--- src/hdl/tpdu_pkg.sv ---
// Purpose: shared constants and types of the trace and measurement debug unit
// Assumes: 100 MHz core clock, byte addressed register port
// Notes: trace records go out as a header nibble followed by payload nibbles, low first
package tpdu_pkg;
  // register byte offsets
  localparam logic [7:0] REG_CTRL = 8'h00;
  localparam logic [7:0] REG_STATUS = 8'h04;
  localparam logic [7:0] REG_WIN_BASE = 8'h08;
  localparam logic [7:0] REG_WIN_STRIDE = 8'h0C;
  localparam logic [7:0] REG_PERF_COUNT = 8'h20;
  localparam logic [7:0] REG_LOST_COUNT = 8'h24;
  localparam logic [7:0] CTRL_RESET = 8'h00;
  localparam logic [31:0] WIN_ADDR_RESET = 32'h0000_0000;
  localparam logic [2:0] WIN_CFG_RESET = 3'h6;
  // control field positions
  localparam int CTRL_BRANCH_EN = 0;
  localparam int CTRL_WIN_A_EN = 1;
  localparam int CTRL_WIN_B_EN = 2;
  localparam int CTRL_SW_EN = 3;
  localparam int CTRL_PROFILE_ON = 4;
  localparam int CTRL_MODE_LO = 5;
  localparam int CTRL_HALT_ON_EVENT = 7;
  localparam int CTRL_PERF_CLEAR = 8;
  // window config field positions
  localparam int WCFG_IBUS = 0;
  localparam int WCFG_READ = 1;
  localparam int WCFG_WRITE = 2;
  // status field positions
  localparam int STAT_PERF_ACTIVE = 0;
  localparam int STAT_BUSY = 1;
  localparam int STAT_CLK_FAST = 2;
  localparam int STAT_HALT_REQ = 3;
  // compression match widths
  localparam int MATCH_HI4 = 28;
  localparam int MATCH_HI8 = 24;
  localparam int MATCH_HI16 = 16;
  // trace clock ceiling and derived least period in core cycles
  localparam int CORE_CLK_PERIOD_NS = 10;
  localparam int TRACE_CLK_MAX_MHZ = 50;
  localparam int TRACE_MIN_PERIOD_NS = 1000 / TRACE_CLK_MAX_MHZ;
  localparam logic [7:0] TRACE_MIN_PERIOD_CYC =
    8'((TRACE_MIN_PERIOD_NS + CORE_CLK_PERIOD_NS - 1) / CORE_CLK_PERIOD_NS);
  // instructions that must retire between event match and halt
  localparam logic [1:0] HALT_DELAY_INSTR = 2'h2;
  localparam logic [4:0] SW_NIBBLES = 5'h10;

  typedef enum logic [1:0] {
    SZ_4 = 2'b00,
    SZ_8 = 2'b01,
    SZ_16 = 2'b10,
    SZ_32 = 2'b11
  } tpdu_size_t;

  typedef enum logic [1:0] {
    REC_BRANCH = 2'b00,
    REC_WIN_A = 2'b01,
    REC_WIN_B = 2'b10,
    REC_SOFT = 2'b11
  } tpdu_rtype_t;

  typedef enum logic [1:0] {
    MEAS_RUN_TO_BREAK = 2'b00,
    MEAS_EVENT2_TO_EVENT1 = 2'b01,
    MEAS_EVENT1_TO_EVENT2 = 2'b10,
    MEAS_RESERVED = 2'b11
  } tpdu_mode_t;

  typedef enum logic [1:0] {
    BR_DELAYED = 2'b00,
    BR_NON_DELAYED = 2'b01,
    BR_TRAP_ALWAYS = 2'b10,
    BR_EXCEPTION = 2'b11
  } tpdu_brkind_t;

  typedef struct packed {
    logic valid;
    logic write;
    logic cacheHit;
    logic [31:0] addr;
  } tpdu_bus_t;

  typedef struct packed {
    logic valid;
    tpdu_brkind_t kind;
    logic completionExc;
    logic [31:0] srcAddr;
    logic [31:0] nextAddr;
  } tpdu_branch_t;

  typedef struct packed {
    tpdu_rtype_t rtype;
    tpdu_size_t size;
    logic [63:0] payload;
  } tpdu_rec_t;

  function automatic logic [4:0] sizeNibbles(input tpdu_size_t sz);
    case (sz)
      SZ_4: sizeNibbles = 5'h01;
      SZ_8: sizeNibbles = 5'h02;
      SZ_16: sizeNibbles = 5'h04;
      default: sizeNibbles = 5'h08;
    endcase
  endfunction
endpackage

--- src/hdl/tpdu_addr_compress.sv ---
// Purpose: picks the shortest difference form of a trace address
// Assumes: reference address and its valid flag held by the caller
// Notes: purely combinational
module tpdu_addr_compress
  import tpdu_pkg::*;
(
  input wire logic [31:0] addr,
  input wire logic [31:0] refAddr,
  input wire logic refValid,
  output tpdu_size_t size
);
  wire logic hi28Eq = addr[31:32-MATCH_HI4] == refAddr[31:32-MATCH_HI4];
  wire logic hi24Eq = addr[31:32-MATCH_HI8] == refAddr[31:32-MATCH_HI8];
  wire logic hi16Eq = addr[31:32-MATCH_HI16] == refAddr[31:32-MATCH_HI16];

  assign size = !refValid ? SZ_32 :
                hi28Eq ? SZ_4 :
                hi24Eq ? SZ_8 :
                hi16Eq ? SZ_16 :
                SZ_32;
endmodule // tpdu_addr_compress

--- src/hdl/tpdu_trace_unit.sv ---
// Purpose: branch, window and software trace out of a nibble trace port, plus
//   event- or run-to-break-bounded performance measurement and delayed event halt
// Assumes: core-side inputs on clk; trace port clock arrives asynchronous
// Notes: one record in flight, events offered while busy are dropped and counted
//
// Added by the designer: the address-and-strobe port and the register offsets.
module tpdu_trace_unit
  import tpdu_pkg::*;
(
  input wire logic clk,
  input wire logic srst,
  input wire logic [7:0] regAddr,
  input wire logic [31:0] regWdata,
  input wire logic regWr,
  input wire logic regRd,
  output logic [31:0] regRdata,
  input wire tpdu_branch_t branchIn,
  input wire tpdu_bus_t mBusIn,
  input wire tpdu_bus_t iBusIn,
  input wire logic swTraceValid,
  input wire logic [31:0] swTracePc,
  input wire logic [31:0] swTraceReg,
  input wire logic event1Match,
  input wire logic event2Match,
  input wire logic userRunStart,
  input wire logic breakIn,
  input wire logic breakUnaffected,
  input wire logic instrRetire,
  input wire logic traceClk,
  output logic [3:0] traceData,
  output logic traceSync,
  output logic haltReq
);
  // registers
  logic [8:0] ctrl_r;
  logic [31:0] winStart_r [2];
  logic [31:0] winEnd_r [2];
  logic [2:0] winCfg_r [2];
  logic [31:0] perfCount_r;
  logic perfActive_r;
  logic [15:0] lostCount_r;
  logic clkFast_r;
  logic [31:0] regRdata_r;
  // trace port state
  logic tclkMeta_r, tclkSync_r, tclkPrev_r;
  logic [7:0] cycSinceRise_r;
  logic busy_r;
  logic headerPending_r;
  tpdu_rec_t rec_r;
  logic [4:0] nibLeft_r;
  logic [3:0] traceData_r;
  logic traceSync_r;
  // compression references
  logic [31:0] brRef_r, winRef_r;
  logic brRefValid_r, winRefValid_r;
  // halt
  logic haltPending_r, haltReq_r;
  logic [1:0] haltCnt_r;

  // register decode
  function automatic logic winSel(input logic [7:0] a, input int ch, input int idx);
    winSel = a == 8'(REG_WIN_BASE + ch * REG_WIN_STRIDE + idx * 4);
  endfunction
  wire logic ctrlWr = regWr && regAddr == REG_CTRL;
  wire logic statusWr = regWr && regAddr == REG_STATUS;
  wire logic perfClear = ctrlWr && regWdata[CTRL_PERF_CLEAR];
  wire logic profileOn = ctrl_r[CTRL_PROFILE_ON];
  wire tpdu_mode_t measMode = tpdu_mode_t'(ctrl_r[CTRL_MODE_LO +: 2]);

  // trace clock edge detection on synchronised samples
  wire logic tclkFall = tclkPrev_r && !tclkSync_r;
  wire logic tclkRise = !tclkPrev_r && tclkSync_r;

  // window capture per channel
  function automatic logic winHit(input tpdu_bus_t b, input logic [31:0] lo,
                                  input logic [31:0] hi, input logic [2:0] cfg);
    winHit = b.valid && b.addr >= lo && b.addr <= hi &&
             (b.write ? cfg[WCFG_WRITE] : cfg[WCFG_READ]);
  endfunction
  logic [1:0] winOffer;
  logic [31:0] winAddr [2];
  for (genvar ch = 0; ch < 2; ch++) begin : g_win
    wire logic useIbus = winCfg_r[ch][WCFG_IBUS];
    wire logic chEn = ctrl_r[CTRL_WIN_A_EN + ch];
    // memory bus keeps hits, system bus drops them
    wire logic mHit = winHit(mBusIn, winStart_r[ch], winEnd_r[ch], winCfg_r[ch]);
    wire logic iHit = winHit(iBusIn, winStart_r[ch], winEnd_r[ch], winCfg_r[ch]) &&
                      !iBusIn.cacheHit;
    assign winOffer[ch] = chEn && (useIbus ? iHit : mHit);
    assign winAddr[ch] = useIbus ? iBusIn.addr : mBusIn.addr;
  end

  // branch offer: affected kinds lose their record under an immediate break
  wire logic brAffected = branchIn.kind != BR_DELAYED;
  wire logic brDrop = breakIn && !breakUnaffected && brAffected;
  wire logic brOffer = ctrl_r[CTRL_BRANCH_EN] && branchIn.valid && !brDrop;
  wire logic [31:0] brAddr = branchIn.completionExc ? branchIn.nextAddr
                                                    : branchIn.srcAddr;
  wire logic swOffer = ctrl_r[CTRL_SW_EN] && swTraceValid;

  // compression
  tpdu_size_t brSize, winSize;
  wire logic winPickA = winOffer[0];
  wire logic [31:0] winPickAddr = winPickA ? winAddr[0] : winAddr[1];
  tpdu_addr_compress u_br_comp (
    .addr(brAddr),
    .refAddr(brRef_r),
    .refValid(brRefValid_r),
    .size(brSize)
  );
  tpdu_addr_compress u_win_comp (
    .addr(winPickAddr),
    .refAddr(winRef_r),
    .refValid(winRefValid_r),
    .size(winSize)
  );

  // record selection, fixed priority within one cycle
  wire logic anyWin = |winOffer;
  wire logic anyOffer = brOffer || anyWin || swOffer;
  wire logic [2:0] offerCount = 3'(brOffer) + 3'(winOffer[0]) + 3'(winOffer[1]) +
                                3'(swOffer);
  wire logic loadRec = anyOffer && !busy_r && !profileOn;
  wire logic loadBr = loadRec && brOffer;
  wire logic loadWin = loadRec && !brOffer && anyWin;
  tpdu_rec_t recNew;
  assign recNew = brOffer ? '{REC_BRANCH, brSize, {32'h0000_0000, brAddr}} :
                  anyWin ? '{winPickA ? REC_WIN_A : REC_WIN_B, winSize,
                             {32'h0000_0000, winPickAddr}} :
                  '{REC_SOFT, SZ_32, {swTraceReg, swTracePc}};
  wire logic [4:0] recNibbles = (!brOffer && !anyWin) ? SW_NIBBLES
                                                      : sizeNibbles(recNew.size);
  wire logic [2:0] lostInc = loadRec ? offerCount - 3'h1 : offerCount;
  wire logic lostEvent = anyOffer && (!loadRec || offerCount > 3'h1);

  // performance period
  logic perfActive_nxt;
  always_comb begin
    perfActive_nxt = perfActive_r;
    case (measMode)
      MEAS_EVENT2_TO_EVENT1: begin
        if (!perfActive_r && event2Match) perfActive_nxt = 1'b1;
        else if (perfActive_r && event1Match) perfActive_nxt = 1'b0;
      end
      MEAS_EVENT1_TO_EVENT2: begin
        if (!perfActive_r && event1Match) perfActive_nxt = 1'b1;
        else if (perfActive_r && event2Match) perfActive_nxt = 1'b0;
      end
      default: begin
        if (breakIn) perfActive_nxt = 1'b0;
        else if (userRunStart) perfActive_nxt = 1'b1;
      end
    endcase
  end

  // read mux
  logic [31:0] rdMux;
  always_comb begin
    rdMux = 32'h0000_0000;
    case (regAddr)
      REG_CTRL: rdMux = {24'h0, ctrl_r[7:0]};
      REG_STATUS: rdMux = {28'h0, haltReq_r, clkFast_r, busy_r, perfActive_r};
      REG_PERF_COUNT: rdMux = perfCount_r;
      REG_LOST_COUNT: rdMux = {16'h0, lostCount_r};
      default: begin
        for (int ch = 0; ch < 2; ch++) begin
          if (winSel(regAddr, ch, 0)) rdMux = winStart_r[ch];
          if (winSel(regAddr, ch, 1)) rdMux = winEnd_r[ch];
          if (winSel(regAddr, ch, 2)) rdMux = {29'h0, winCfg_r[ch]};
        end
      end
    endcase
  end

  always_ff @(posedge clk) begin
    if (srst) begin
      ctrl_r <= {1'b0, CTRL_RESET};
      regRdata_r <= 32'h0000_0000;
    end else begin
      if (ctrlWr) ctrl_r <= {1'b0, regWdata[7:0]};
      regRdata_r <= regRd ? rdMux : 32'h0000_0000;
    end
  end

  for (genvar ch = 0; ch < 2; ch++) begin : g_wreg
    always_ff @(posedge clk) begin
      if (srst) begin
        winStart_r[ch] <= WIN_ADDR_RESET;
        winEnd_r[ch] <= WIN_ADDR_RESET;
        winCfg_r[ch] <= WIN_CFG_RESET;
      end else begin
        if (regWr && winSel(regAddr, ch, 0)) winStart_r[ch] <= regWdata;
        if (regWr && winSel(regAddr, ch, 1)) winEnd_r[ch] <= regWdata;
        if (regWr && winSel(regAddr, ch, 2)) winCfg_r[ch] <= regWdata[2:0];
      end
    end
  end

  // measurement and lost counters
  always_ff @(posedge clk) begin
    if (srst) begin
      perfActive_r <= 1'b0;
      perfCount_r <= 32'h0000_0000;
      lostCount_r <= 16'h0000;
    end else begin
      perfActive_r <= perfActive_nxt;
      if (perfClear) perfCount_r <= 32'h0000_0000;
      else if (perfActive_r && perfCount_r != 32'hFFFF_FFFF) perfCount_r <= perfCount_r + 32'h1;
      if (lostEvent && lostCount_r < 16'hFFFC) lostCount_r <= lostCount_r + 16'(lostInc);
    end
  end

  // trace clock sampling and rate check; set wins over write-one clear
  always_ff @(posedge clk) begin
    if (srst) begin
      tclkMeta_r <= 1'b0;
      tclkSync_r <= 1'b0;
      tclkPrev_r <= 1'b0;
      cycSinceRise_r <= 8'hFF;
      clkFast_r <= 1'b0;
    end else begin
      tclkMeta_r <= traceClk;
      tclkSync_r <= tclkMeta_r;
      tclkPrev_r <= tclkSync_r;
      if (tclkRise) cycSinceRise_r <= 8'h01;
      else if (cycSinceRise_r != 8'hFF) cycSinceRise_r <= cycSinceRise_r + 8'h01;
      if (tclkRise && cycSinceRise_r < TRACE_MIN_PERIOD_CYC) clkFast_r <= 1'b1;
      else if (statusWr && regWdata[STAT_CLK_FAST]) clkFast_r <= 1'b0;
    end
  end

  // record shifter, data change on the falling edge for capture on the rising
  always_ff @(posedge clk) begin
    if (srst) begin
      busy_r <= 1'b0;
      headerPending_r <= 1'b0;
      rec_r <= '0;
      nibLeft_r <= 5'h00;
      traceData_r <= 4'h0;
      traceSync_r <= 1'b0;
    end else if (profileOn) begin
      busy_r <= 1'b0;
      headerPending_r <= 1'b0;
      traceData_r <= 4'h0;
      traceSync_r <= 1'b0;
    end else begin
      if (loadRec) begin
        busy_r <= 1'b1;
        headerPending_r <= 1'b1;
        rec_r <= recNew;
        nibLeft_r <= recNibbles;
      end else if (tclkFall && busy_r) begin
        if (headerPending_r) begin
          headerPending_r <= 1'b0;
          traceData_r <= {rec_r.rtype, rec_r.size};
          traceSync_r <= 1'b1;
        end else begin
          traceData_r <= rec_r.payload[3:0];
          traceSync_r <= 1'b0;
          rec_r.payload <= {4'h0, rec_r.payload[63:4]};
          nibLeft_r <= nibLeft_r - 5'h01;
          if (nibLeft_r == 5'h01) busy_r <= 1'b0;
        end
      end else if (tclkFall) begin
        traceData_r <= 4'h0;
        traceSync_r <= 1'b0;
      end
    end
  end

  // compression references follow what was actually sent
  always_ff @(posedge clk) begin
    if (srst) begin
      brRef_r <= 32'h0000_0000;
      winRef_r <= 32'h0000_0000;
      brRefValid_r <= 1'b0;
      winRefValid_r <= 1'b0;
    end else begin
      if (loadBr) begin
        brRef_r <= brAddr;
        brRefValid_r <= 1'b1;
      end
      if (loadWin) begin
        winRef_r <= winPickAddr;
        winRefValid_r <= 1'b1;
      end
    end
  end

  // event halt after the retirement of further instructions
  always_ff @(posedge clk) begin
    if (srst) begin
      haltPending_r <= 1'b0;
      haltCnt_r <= 2'h0;
      haltReq_r <= 1'b0;
    end else if (breakIn) begin
      haltPending_r <= 1'b0;
      haltReq_r <= 1'b0;
    end else if (!haltPending_r && !haltReq_r && ctrl_r[CTRL_HALT_ON_EVENT] &&
                 (event1Match || event2Match)) begin
      haltPending_r <= 1'b1;
      haltCnt_r <= HALT_DELAY_INSTR;
    end else if (haltPending_r && instrRetire) begin
      haltCnt_r <= haltCnt_r - 2'h1;
      if (haltCnt_r == 2'h1) begin
        haltPending_r <= 1'b0;
        haltReq_r <= 1'b1;
      end
    end
  end

  assign regRdata = regRdata_r;
  assign traceData = traceData_r;
  assign traceSync = traceSync_r;
  assign haltReq = haltReq_r;
endmodule // tpdu_trace_unit

--- config.mk ---
export PLATFORM = sky130hd
export DESIGN_NAME = tpdu_trace_unit
export DESIGN_NICKNAME = d
export VERILOG_FILES = /design/src/hdl/tpdu_pkg.sv /design/src/hdl/tpdu_addr_compress.sv /design/src/hdl/tpdu_trace_unit.sv
export SDC_FILE = /design/constraint.sdc
export NUM_CORES = 1
export LEC_CHECK = 0
export ABC_AREA = 1
export BUFFER_PORTS_ARGS = -buffer_cell sky130_fd_sc_hd__buf_2
export CELL_PAD_IN_SITES_DETAIL_PLACEMENT = 1
export CELL_PAD_IN_SITES_GLOBAL_PLACEMENT = 2
export CORE_ASPECT_RATIO = 0.8
export CORE_MARGIN = 2
export CORE_UTILIZATION = 34
export DETAILED_ROUTE_END_ITERATION = 7
export HOLD_SLACK_MARGIN = 0.15
export PLACE_DENSITY = 0.88
export SKIP_LAST_GASP = 1
export SYNTH_ARGS = -nofsm -noshare
export SYNTH_HDL_FRONTEND = slang
export SYNTH_SLANG_ARGS = --single-unit
export TNS_END_PERCENT = 50
--- constraint.sdc ---
create_clock -name clk -period 6.93 [get_ports clk]
set_clock_uncertainty 0.2 [all_clocks]
set_input_delay 0.693 -clock clk [delete_from_list [all_inputs] [get_ports clk]]
set_output_delay 0.693 -clock clk [all_outputs]
set_load 0.05 [all_outputs]
* Word level (Yosys, flattened, before mapping)
Memories as Yosys holds them, arrays and structs flattened. Cells that the tools add are included.
Storage, ports and cells: RAM bits 134, bits of input ports 254, memories kept 3, logic and storage cells 271, output and inout port bits 38, register bits 251
Memories:
- winEnd_r | words 2, bits a word 32, read ports 2, clocked after Yosys merged registers in 0, wr ports 2, RTL line tpdu_trace_unit.sv:37 | logic [31:0] winEnd_r [2];
- winStart_r | words 2, bits a word 32, read ports 2, clocked after Yosys merged registers in 0, wr ports 2, RTL line tpdu_trace_unit.sv:36 | logic [31:0] winStart_r [2];
- winCfg_r | words 2, bits a word 3, read ports 2, clocked after Yosys merged registers in 0, wr ports 2, RTL line tpdu_trace_unit.sv:38 | logic [2:0] winCfg_r [2];
Operators by class: bitwise gates (word level) 11, $add $sub $neg 9, reduce and logical (&&, ||, !) cells 94, muxes and demuxes 91, magnitude comparators 11, equal/unequal tests 26
Operators with widths (count):
- $mux 32 | 14
- $mux 64 | 3
- $mux 68 | 2
- $ge 32x32->1 | 4
- $le 32x32->1 | 4
- $pmux 32 s4 | 1
- $eq 28x28->1 | 2
- $logic_and 1x1->1 | 52
- $eq 24x24->1 | 2
- $mux 1 | 48
- $add 32x1->32 const B | 1
- $eq 16x16->1 | 2
- $eq 8x5->1 const B | 4
- $ne 32x32->1 const B | 1
- $mux 5 | 4
- $mux 2 | 9
- $add 16x3->16 | 1
- $eq 8x4->1 const B | 2
- $eq 8x6->1 const B | 2
- $lt 16x16->1 const B | 1
- $mux 8 | 2
- $reduce_bool 2->1 | 8
- $logic_not 1->1 | 13
- $mux 4 | 3
- 28 further kinds | 57

* Depth between registers and ports, before layout
Gate-level depths: netlist of the first run. An unclocked memory read counts as a cell.
word-level depth 20, mapped depth 41, gate-level depth less buffers 39

* Modules after synthesis
From an unflattened synthesis of the first run, not the netlist that was laid out.
Unflattened totals: cells, all modules 3831, area, all modules 26683.1 um^2
Modules (own cells, without submodules):
- tpdu_trace_unit | cells each 3627, times used 1, seq. area each 9048.7 um^2, area each 25744.7 um^2
- tpdu_addr_compress | cells each 102, times used 2, seq. area each 0.0 um^2, area each 469.2 um^2

* Worst setup path before layout of the first run
Ideal clock, no wire load.
kind input to register, from input port iBusIn[15] (netlist bit), to register lostCount_r[15], stages 36, setup slack 1.332 ns, path buffers 2, library setup time 0.115 ns, data arrival time 5.284 ns, required time 6.615 ns, path through ha_1 nand2_1 nor2_2 nand3_1 a21oi_1 nor2_1 nand2_1 nand2_1 nand2_1 nand3_1 nand2_1 nand2_2 buf_4 buf_4 fa_1 inv_1 ha_1 ha_1 inv_1 ha_1 nand2_1 xor2_1 inv_1 ha_1 inv_1 nor2_1 nor2_1 nor3_1 inv_1 nor3_1 inv_1 nor2_1 nand3_1 nor3_1 a21oi_1 o21a_1
Between the ends: word-level cells in the longest chain between the ends 16, elaborated cells between the ends (all ways) 32, classes of those cells 5 x add/sub; 5 x order compare; 3 x mux; 19 x reduce/logical
RTL lines:
- from (decl) | RTL line tpdu_trace_unit.sv:19 | input wire tpdu_bus_t iBusIn,
- branches (longest 16 deep; another with $ge 32x32->1)
- to (signal assigned) | RTL line tpdu_trace_unit.sv:209 | if (lostEvent && lostCount_r < 16'hFFFC) lostCount_r <= lostCount_r + 16'(lostInc);
- to (decl) | RTL line tpdu_trace_unit.sv:41 | logic [15:0] lostCount_r;
Several ways; the timed one is not identified. A chain may end at the register's enable or synchronous reset.

==> impl_metrics.csv, run 1 <==
group,metric,value,unit
worst_setup_path,critPathCaptureType,"flip-flop",
sta,post-route-period-util,0.908,
final_layout,synthToLayoutAreaGrowth,15.7,%
clock_tree,clockRootBuffer,"clkbuf_16",
placed_design,dpl_cell_area,27500,µm²
drt,drt_iter0_drc,1777,
synthesis,ys_seq_area_frac,0.354,
synthesis,synth-simple-area-share,0.235,
synthesis,yosys_warnings,0,
final_layout,finalInstanceArea,29000,µm²
power,power.density,197,nW/µm²
worst_setup_path,crit_path_max_incr_delay,590,ps
synthesis,synth_edf_count,134,
floorplanning,rows,89,
clock_tree,cts_tree,"done",
clock_tree,htree_levels,2,
power,swShare,0.285,
job,maxCapViolCount,0,
synthesis,synth_area_leaders,"dfxtp_1, edfxtp_1, ha_1",
synthesis,synthesis.nets,3982,
synthesis,ys_seq_elements,377,
floorplanning,chipWidth,308,µm
final_layout,multiInputGateArea,13800,µm²
worst_setup_path,crit_type,"flip-flop to flip-flop",
power,p_total,0.00571,W
final_layout,fillers,9212,
global_route,grt_use_met1,0.365,
placed_design,dp_worst_setup_slack,238,ps
global_route,track_usage,0.252,
clock_tree,clkSinkCount,377,
synthesis,netlist_instances,3456,
global_route,use_met2,0.394,
clock_tree,cts_buffer_depth,3,
floorplanning,die_area,76000,µm²
worst_setup_path,cp-start-kind,"flip-flop",
clock_tree,post_cts_buffers,0,
sta,worst_slew_pin_slew,1090,ps
sta,period_needed,6290,ps
hold_path,hp-class,"primary input to flip-flop",
drt,vias,24700,
drt,wire_per_inst,20.8,µm
global_route,antenna_found_initial,6,
power,combinationalPowerShare,0.154,
floorplanning,die-height,247,µm
sta,tns,0,ps
power,p_leak,13.5,nW
final_layout,drive_gt1_frac,0.117,
synthesis,dominantRegCellSynth,"dfxtp_1",
drt,via_per_inst,5.27,
power,switching_power,0.00163,W
synthesis,synthMuxAreaShare,0,
drt,routed_wl,97400,µm
sta,finalHoldViolCount,0,
placed_design,io_buffers,290,
power,power.internal,0.00408,W
synthesis,synth_fa_ha_area_frac,0.136,
sta,setup_violations,0,
sta,maxSlewViolCount,0,
drt,firstDrtPassIters,5,
final_layout,fin_util,0.396,
synthesis,synth_top_family_by_area,"simple AND/OR/NAND/NOR gates",
sta,clock.fmax,159,MHz
floorplanning,io_pins,292,
synthesis,synth_top_area_cell,"dfxtp_1",
power,peakVddDrop,0.142,mV
final_layout,seqCellArea,8890,µm²
sta,fin_ws,637,ps
synthesis,ys_types,54,
synthesis,synthXorXnorAreaFrac,0.00803,
drt,ant_nets,0,
power,seq_power_share,0.419,
global_route,grtUsageMet3,0.0364,
sta,rsz0062_at_grt,"false",
synthesis,synthArstFlopShare,0,
worst_setup_path,cp_max_fo,5,
floorplanning,start_util,0.342,
placed_design,globalplace.congestion,0.927,
global_route,grt_pass1_vias,24300,
placed_design,dp.final_hpwl,75800,µm
global_route,globalRouteOverflowTotal,0,
power,p_clk_frac,0.427,
worst_setup_path,path_common_cell,"inv_1",
run_status,status,"finished clean",
global_route,grt_pass1_wl,146000,µm
synthesis,synth_compound_area_frac,0.170,
worst_setup_path,crit_family,"simple AND/OR/NAND/NOR gates",
synthesis,yosysTopAreaCellShare,0.194,
global_route,top_usage_layer,"met2",
worst_setup_path,slowest_stage,"fa_1",
synthesis,avgSynthCellArea,7.26,µm²
floorplanning,core,73400,µm²
worst_setup_path,required,7230,ps
synthesis,syn_area,25100,µm²
clock_tree,insertion_delay,600,ps
global_route,grt_max_degree,72,
clock_tree,clk_pin_slew,60,ps
sta,slew_headroom,0.269,
worst_setup_path,critPathBufInv,8,
clock_tree,cts-buffers-inserted,43,
final_layout,fin_nets,4227,
drt,drc_errors,0,
worst_setup_path,cp.arrival,6590,ps
[logic make-up (layout without fill, tap and decap cells)]
family / count (synthesis) / in the layout
adder cells (fa/ha/maj): 272 / 272
buffers and inverters: 628 / 906
other: 0 / 4
XOR/XNOR: 23 / 23
flip-flops: 377 / 377
AO/OA/AOI/OAI: 737 / 737
AND/OR/NAND/NOR: 1419 / 1419
[stage by stage]
| step | hold WS (ps) | instances |
|---|---|---|
| after floorplan | 188 | 3456 |
| after global placement | 193 | 4608 |
| after detailed placement | 212 | 4608 |
| after CTS | 151 | 4689 |
| after global routing | 178 | 4693 |
| final | 161 | 4693 |
[Yosys cell counts (8+ instances only)]
| cell | count |
|---|---|
| clkbuf_1 | 93 |
| nand2_1 | 817 |
| a21o_1 | 10 |
| edfxtp_1 | 134 |
| buf_2 | 20 |
| nor4_1 | 9 |
| a21oi_1 | 322 |
| nand4_1 | 33 |
| o21a_1 | 12 |
| xor2_1 | 18 |
| a22oi_1 | 35 |
| a41oi_2 | 8 |
| a41oi_1 | 21 |
| ha_1 | 270 |
| nor3_1 | 42 |
| o211ai_1 | 9 |
| o221ai_1 | 16 |
| nand3b_1 | 22 |
| a211oi_1 | 8 |
| dfxtp_1 | 243 |
| o21ai_0 | 211 |
| nor2_1 | 322 |
| inv_1 | 497 |
| nand3_1 | 140 |
| o22ai_1 | 42 |
[worst min-delay path, cell delays in order]
cell,delay (ps)
buf_2,70
a22oi_1,60
nor2_1,90
[per-layer routing]
metal  wire length (µm)  up-vias
li1                   -    12000
met1              46700    12000
met2              42800      663
met3               6040      112
met4               1910        4
met5                 26        -
[state kept, by name (all words and copies together) (netlist names), 2 cells and up]
name            flops
perfCount_r        32
cycSinceRise_r      8
winRef_r           28
ctrl_r              8
winEnd_r           64
regRdata           32
winStart_r         64
traceData           4
haltCnt_r           2
brRef_r            28
rec_r              68
winCfg_r            6
nibLeft_r           5
lostCount_r        16
[cell type report]
| class | instances | share of cell area |
|---|---|---|
| Multi-Input combinational cell | 2451 | 0.477 |
| Sequential cell | 377 | 0.306 |
| Inverter | 503 | 0.0651 |
| Timing Repair Buffer | 325 | 0.0597 |
| Clock buffer | 63 | 0.0439 |
| Tap cell | 955 | 0.0412 |
| Clock inverter | 15 | 0.00698 |
| Antenna cell | 4 | 0.000345 |
[path summary, 6_finish.rpt]
kind,startpoint,endpoint,slack [ps],depth (start not counted)
max,winStart_r[1][11],lostCount_r[15],640,35
min,swTraceReg[30],rec_r[62],160,3
max reg2reg,winStart_r[1][11],lostCount_r[15],640,35
min reg2reg,tclkMeta_r,tclkSync_r,210,2
[timing repair]
action	4_1_cts	5_1_grt
hold buffers	3	0
endpoints found under the hold margin	3	0
gates resized for setup	0	0
[power by group through the flow]
stage / sequential, W / combinational [W] / clock (W)
5_1_grt: 0.00240 / 0.00100 / 0.00254
2_1_floorplan: 0.00243 / 0.000528 / 0
6_report: 0.00239 / 0.000880 / 0.00244
4_1_cts: 0.00239 / 0.000876 / 0.00246
3_3_place_gp: 0.00244 / 0.000838 / 0
3_5_place_dp: 0.00244 / 0.000870 / 0
[placed cells by master (no fill, tap or decap), types with 8 or more instances in the layout]
cell type	count
inv_1	497
a21o_1	10
o221ai_1	16
nand3b_1	22
a21oi_1	322
clkbuf_16	43
nor2_1	320
nand3_1	140
o211ai_1	9
buf_2	290
xor2_1	18
ha_1	270
edfxtp_1	134
nand4_1	33
o22ai_1	42
a41oi_2	8
a22oi_1	35
a211oi_1	8
dfxtp_1	243
nand2_1	817
clkbuf_8	12
o21a_1	12
buf_4	31
nor3_1	42
nor4_1	9
a41oi_1	21
o21ai_0	207
(Power assumes the default switching activity.)
==> inputs of run 2 (changes only) <==
- CORE_UTILIZATION: 34 -> 35
- CTS_BUF_LIST: not set -> sky130_fd_sc_hd__clkbuf_8
- PLACE_DENSITY: 0.88 -> 0.9
==> run 2 against run 1 <==
  * Core utilization grew 2.4 points
  * Count of clock-buffer cells in the layout up 24
  * Largest power group is now sequential cells
  * Sequential power about the same
  * Register-to-register slack lost 99 ps
  * Total power is 2.6% lower
  * Via count increased by 2.7%
  * Maximum frequency fell by 1.5%
==> impl_metrics.csv, run 2 (synthesis gave the netlist of run 1 again) <==
group,metric,value,unit
worst_setup_path,cp_max_fo,4,
global_route,grt_pass1_wl,149000,µm
sta,post-route-period-util,0.922,
final_layout,final_cell_mix,"nand2_1, inv_1, a21oi_1",
sta,tns,0,ps
sta,fin_ws,539,ps
worst_setup_path,critPathBufInv,5,
hold_path,worstHoldStart,"swTracePc[23]",
hold_path,hp-class,"primary input to flip-flop",
worst_setup_path,slowest_stage,"fa_1",
placed_design,dpl_cell_area,27500,µm²
clock_tree,clk_pin_slew,60,ps
power,p_clk_frac,0.404,
job,maxCapViolCount,0,
floorplanning,core,70800,µm²
placed_design,io_buffers,290,
global_route,globalRouteOverflowTotal,0,
worst_setup_path,rr_worst_depth,31,
floorplanning,chipWidth,303,µm
worst_setup_path,crit_path_max_incr_delay,560,ps
floorplanning,io_pins,292,
drt,wire_per_inst,20.7,µm
worst_setup_path,r2r_slack,540,ps
placed_design,dp.final_hpwl,76300,µm
final_layout,synthToLayoutAreaGrowth,18.4,%
drt,firstDrtPassIters,7,
power,seq_power_share,0.431,
sta,period_needed,6390,ps
sta,rsz0062_at_grt,"false",
final_layout,finalInstanceArea,29700,µm²
clock_tree,cts_tree,"done",
clock_tree,post_cts_buffers,0,
floorplanning,die-height,244,µm
clock_tree,insertion_delay,700,ps
power,power.density,187,nW/µm²
power,switching_power,0.00166,W
placed_design,dp_worst_setup_slack,301,ps
floorplanning,start_util,0.355,
floorplanning,die_area,73900,µm²
drt,drt_iter0_drc,1872,
drt,vias,25400,
worst_setup_path,worstReg2RegEnd,"lostCount_r[15]",
sta,finalHoldViolCount,0,
drt,via_per_inst,5.29,
sta,slew_headroom,0.235,
hold_path,min_delay_worst_endpoint,"rec_r[23]",
worst_setup_path,crit_family,"simple AND/OR/NAND/NOR gates",
final_layout,fillers,8958,
floorplanning,rows,87,
worst_setup_path,r2r_start,"winStart_r[1][31]",
final_layout,top_register,"rec_r",
clock_tree,cts-buffers-inserted,70,
sta,setup_violations,0,
power,p_leak,13.9,nW
global_route,grt_pass1_vias,25500,
sta,clock.fmax,156,MHz
global_route,antenna_found_initial,9,
drt,ant_nets,0,
sta,hold-worst-slack,175,ps
worst_setup_path,cp.arrival,6780,ps
clock_tree,ctsHoldBuffers,76,
clock_tree,clockRootBuffer,"clkbuf_8",
drt,routed_wl,99400,µm
power,peakVddDrop,0.114,mV
power,power.internal,0.00389,W
global_route,grt_max_degree,83,
global_route,track_usage,0.264,
clock_tree,cts_buffer_depth,3,
worst_setup_path,crit_type,"flip-flop to flip-flop",
sta,maxSlewViolCount,0,
clock_tree,cts_resized,0,
final_layout,top_regs,"rec_r x68, winEnd_r x64, winStart_r x64",
final_layout,fin_nets,4327,
clock_tree,clkSinkCount,377,
power,p_total,0.00556,W
drt,drc_errors,0,
sta,worst_slew_pin_slew,1150,ps
power,swShare,0.299,
worst_setup_path,critPathCaptureType,"flip-flop",
hold_path,hold_depth,3,
placed_design,globalplace.congestion,0.917,
clock_tree,htree_levels,3,
run_status,status,"finished clean",
worst_setup_path,required,7310,ps
final_layout,drive_gt1_frac,0.121,
final_layout,largest_reg_flops,68,
final_layout,final_common_cell,"nand2_1",
power,combinationalPowerShare,0.165,
worst_setup_path,cp-start-kind,"flip-flop",
[run 2: cell count changes in the layout (fill, tap and decap cells not counted), moves of 2 or more]
cell | previous run | this run
bufinv_16 | 4 | 2
clkbuf_1 | 7 | 0
clkbuf_16 | 43 | 0
clkbuf_8 | 12 | 87
clkinv_1 | 2 | 4
clkinvlp_4 | 1 | 3
diode_2 | 4 | 9
dlygate4sd3_1 | 3 | 76
inv_1 | 497 | 522
[run 2: final cells by class]
class | count | area, µm² | area share
multi-input cells | 2451 | 13800 | 0.466
flip-flops and latches | 377 | 8890 | 0.299
repair buffers | 398 | 2450 | 0.0825
inverters | 503 | 1890 | 0.0636
clock buffers | 87 | 1200 | 0.0403
well taps | 934 | 1170 | 0.0393
clock inverters | 42 | 256 | 0.00863
diodes | 9 | 22.5 | 0.000758
[run 2: stage by stage]
step / instances / utilization
final: 4801 / 0.420
after global routing: 4800 / 0.420
after CTS: 4792 / 0.420
after detailed placement: 4587 / 0.388
after global placement: 4587 / 0.388
after floorplan: 3456 / -
[run 2: power groups by stage]
| stage | Combinational (W) | Clock, W | Sequential (W) |
|---|---|---|---|
| 4_1_cts | 0.000908 | 0.00228 | 0.00239 |
| 5_1_grt | 0.00103 | 0.00238 | 0.00240 |
| 6_report | 0.000919 | 0.00225 | 0.00239 |
| 3_5_place_dp | 0.000868 | 0 | 0.00244 |
| 3_3_place_gp | 0.000836 | 0 | 0.00243 |
| 2_1_floorplan | 0.000528 | 0 | 0.00243 |
[run 2: worst reg2reg max path, delay by kind of cell, from the launching register on]
family          cells  cell delay (ps)
compound gates      4              690
buf+inv             5              380
simple gates       16             2700
fa+ha+maj           6             1960
flops               1              350
[run 2: routing by layer]
metal  global-route usage  part of all wire  up-vias
li1                     -                 -    12300
met1                0.373              0.47    12300
met2                0.416              0.45      734
met3               0.0380             0.061      123
met4               0.0774             0.021        0
met5                    0                 0        -
[run 2: how the worst max path moves through the flow]
stage / start / endpoint / slack, ps / cells past startpoint
4_1_cts: winStart_r[1][31] / lostCount_r[15] / 610 / 31
2_1_floorplan: iBusIn[15] / lostCount_r[15] / 1330 / 36
3_5_place_dp: mBusIn[31] / lostCount_r[15] / 300 / 31
6_report: winStart_r[1][31] / lostCount_r[15] / 540 / 31
5_1_grt: winStart_r[1][31] / lostCount_r[15] / 120 / 31
3_3_place_gp: iBusIn[9] / lostCount_r[15] / 460 / 34
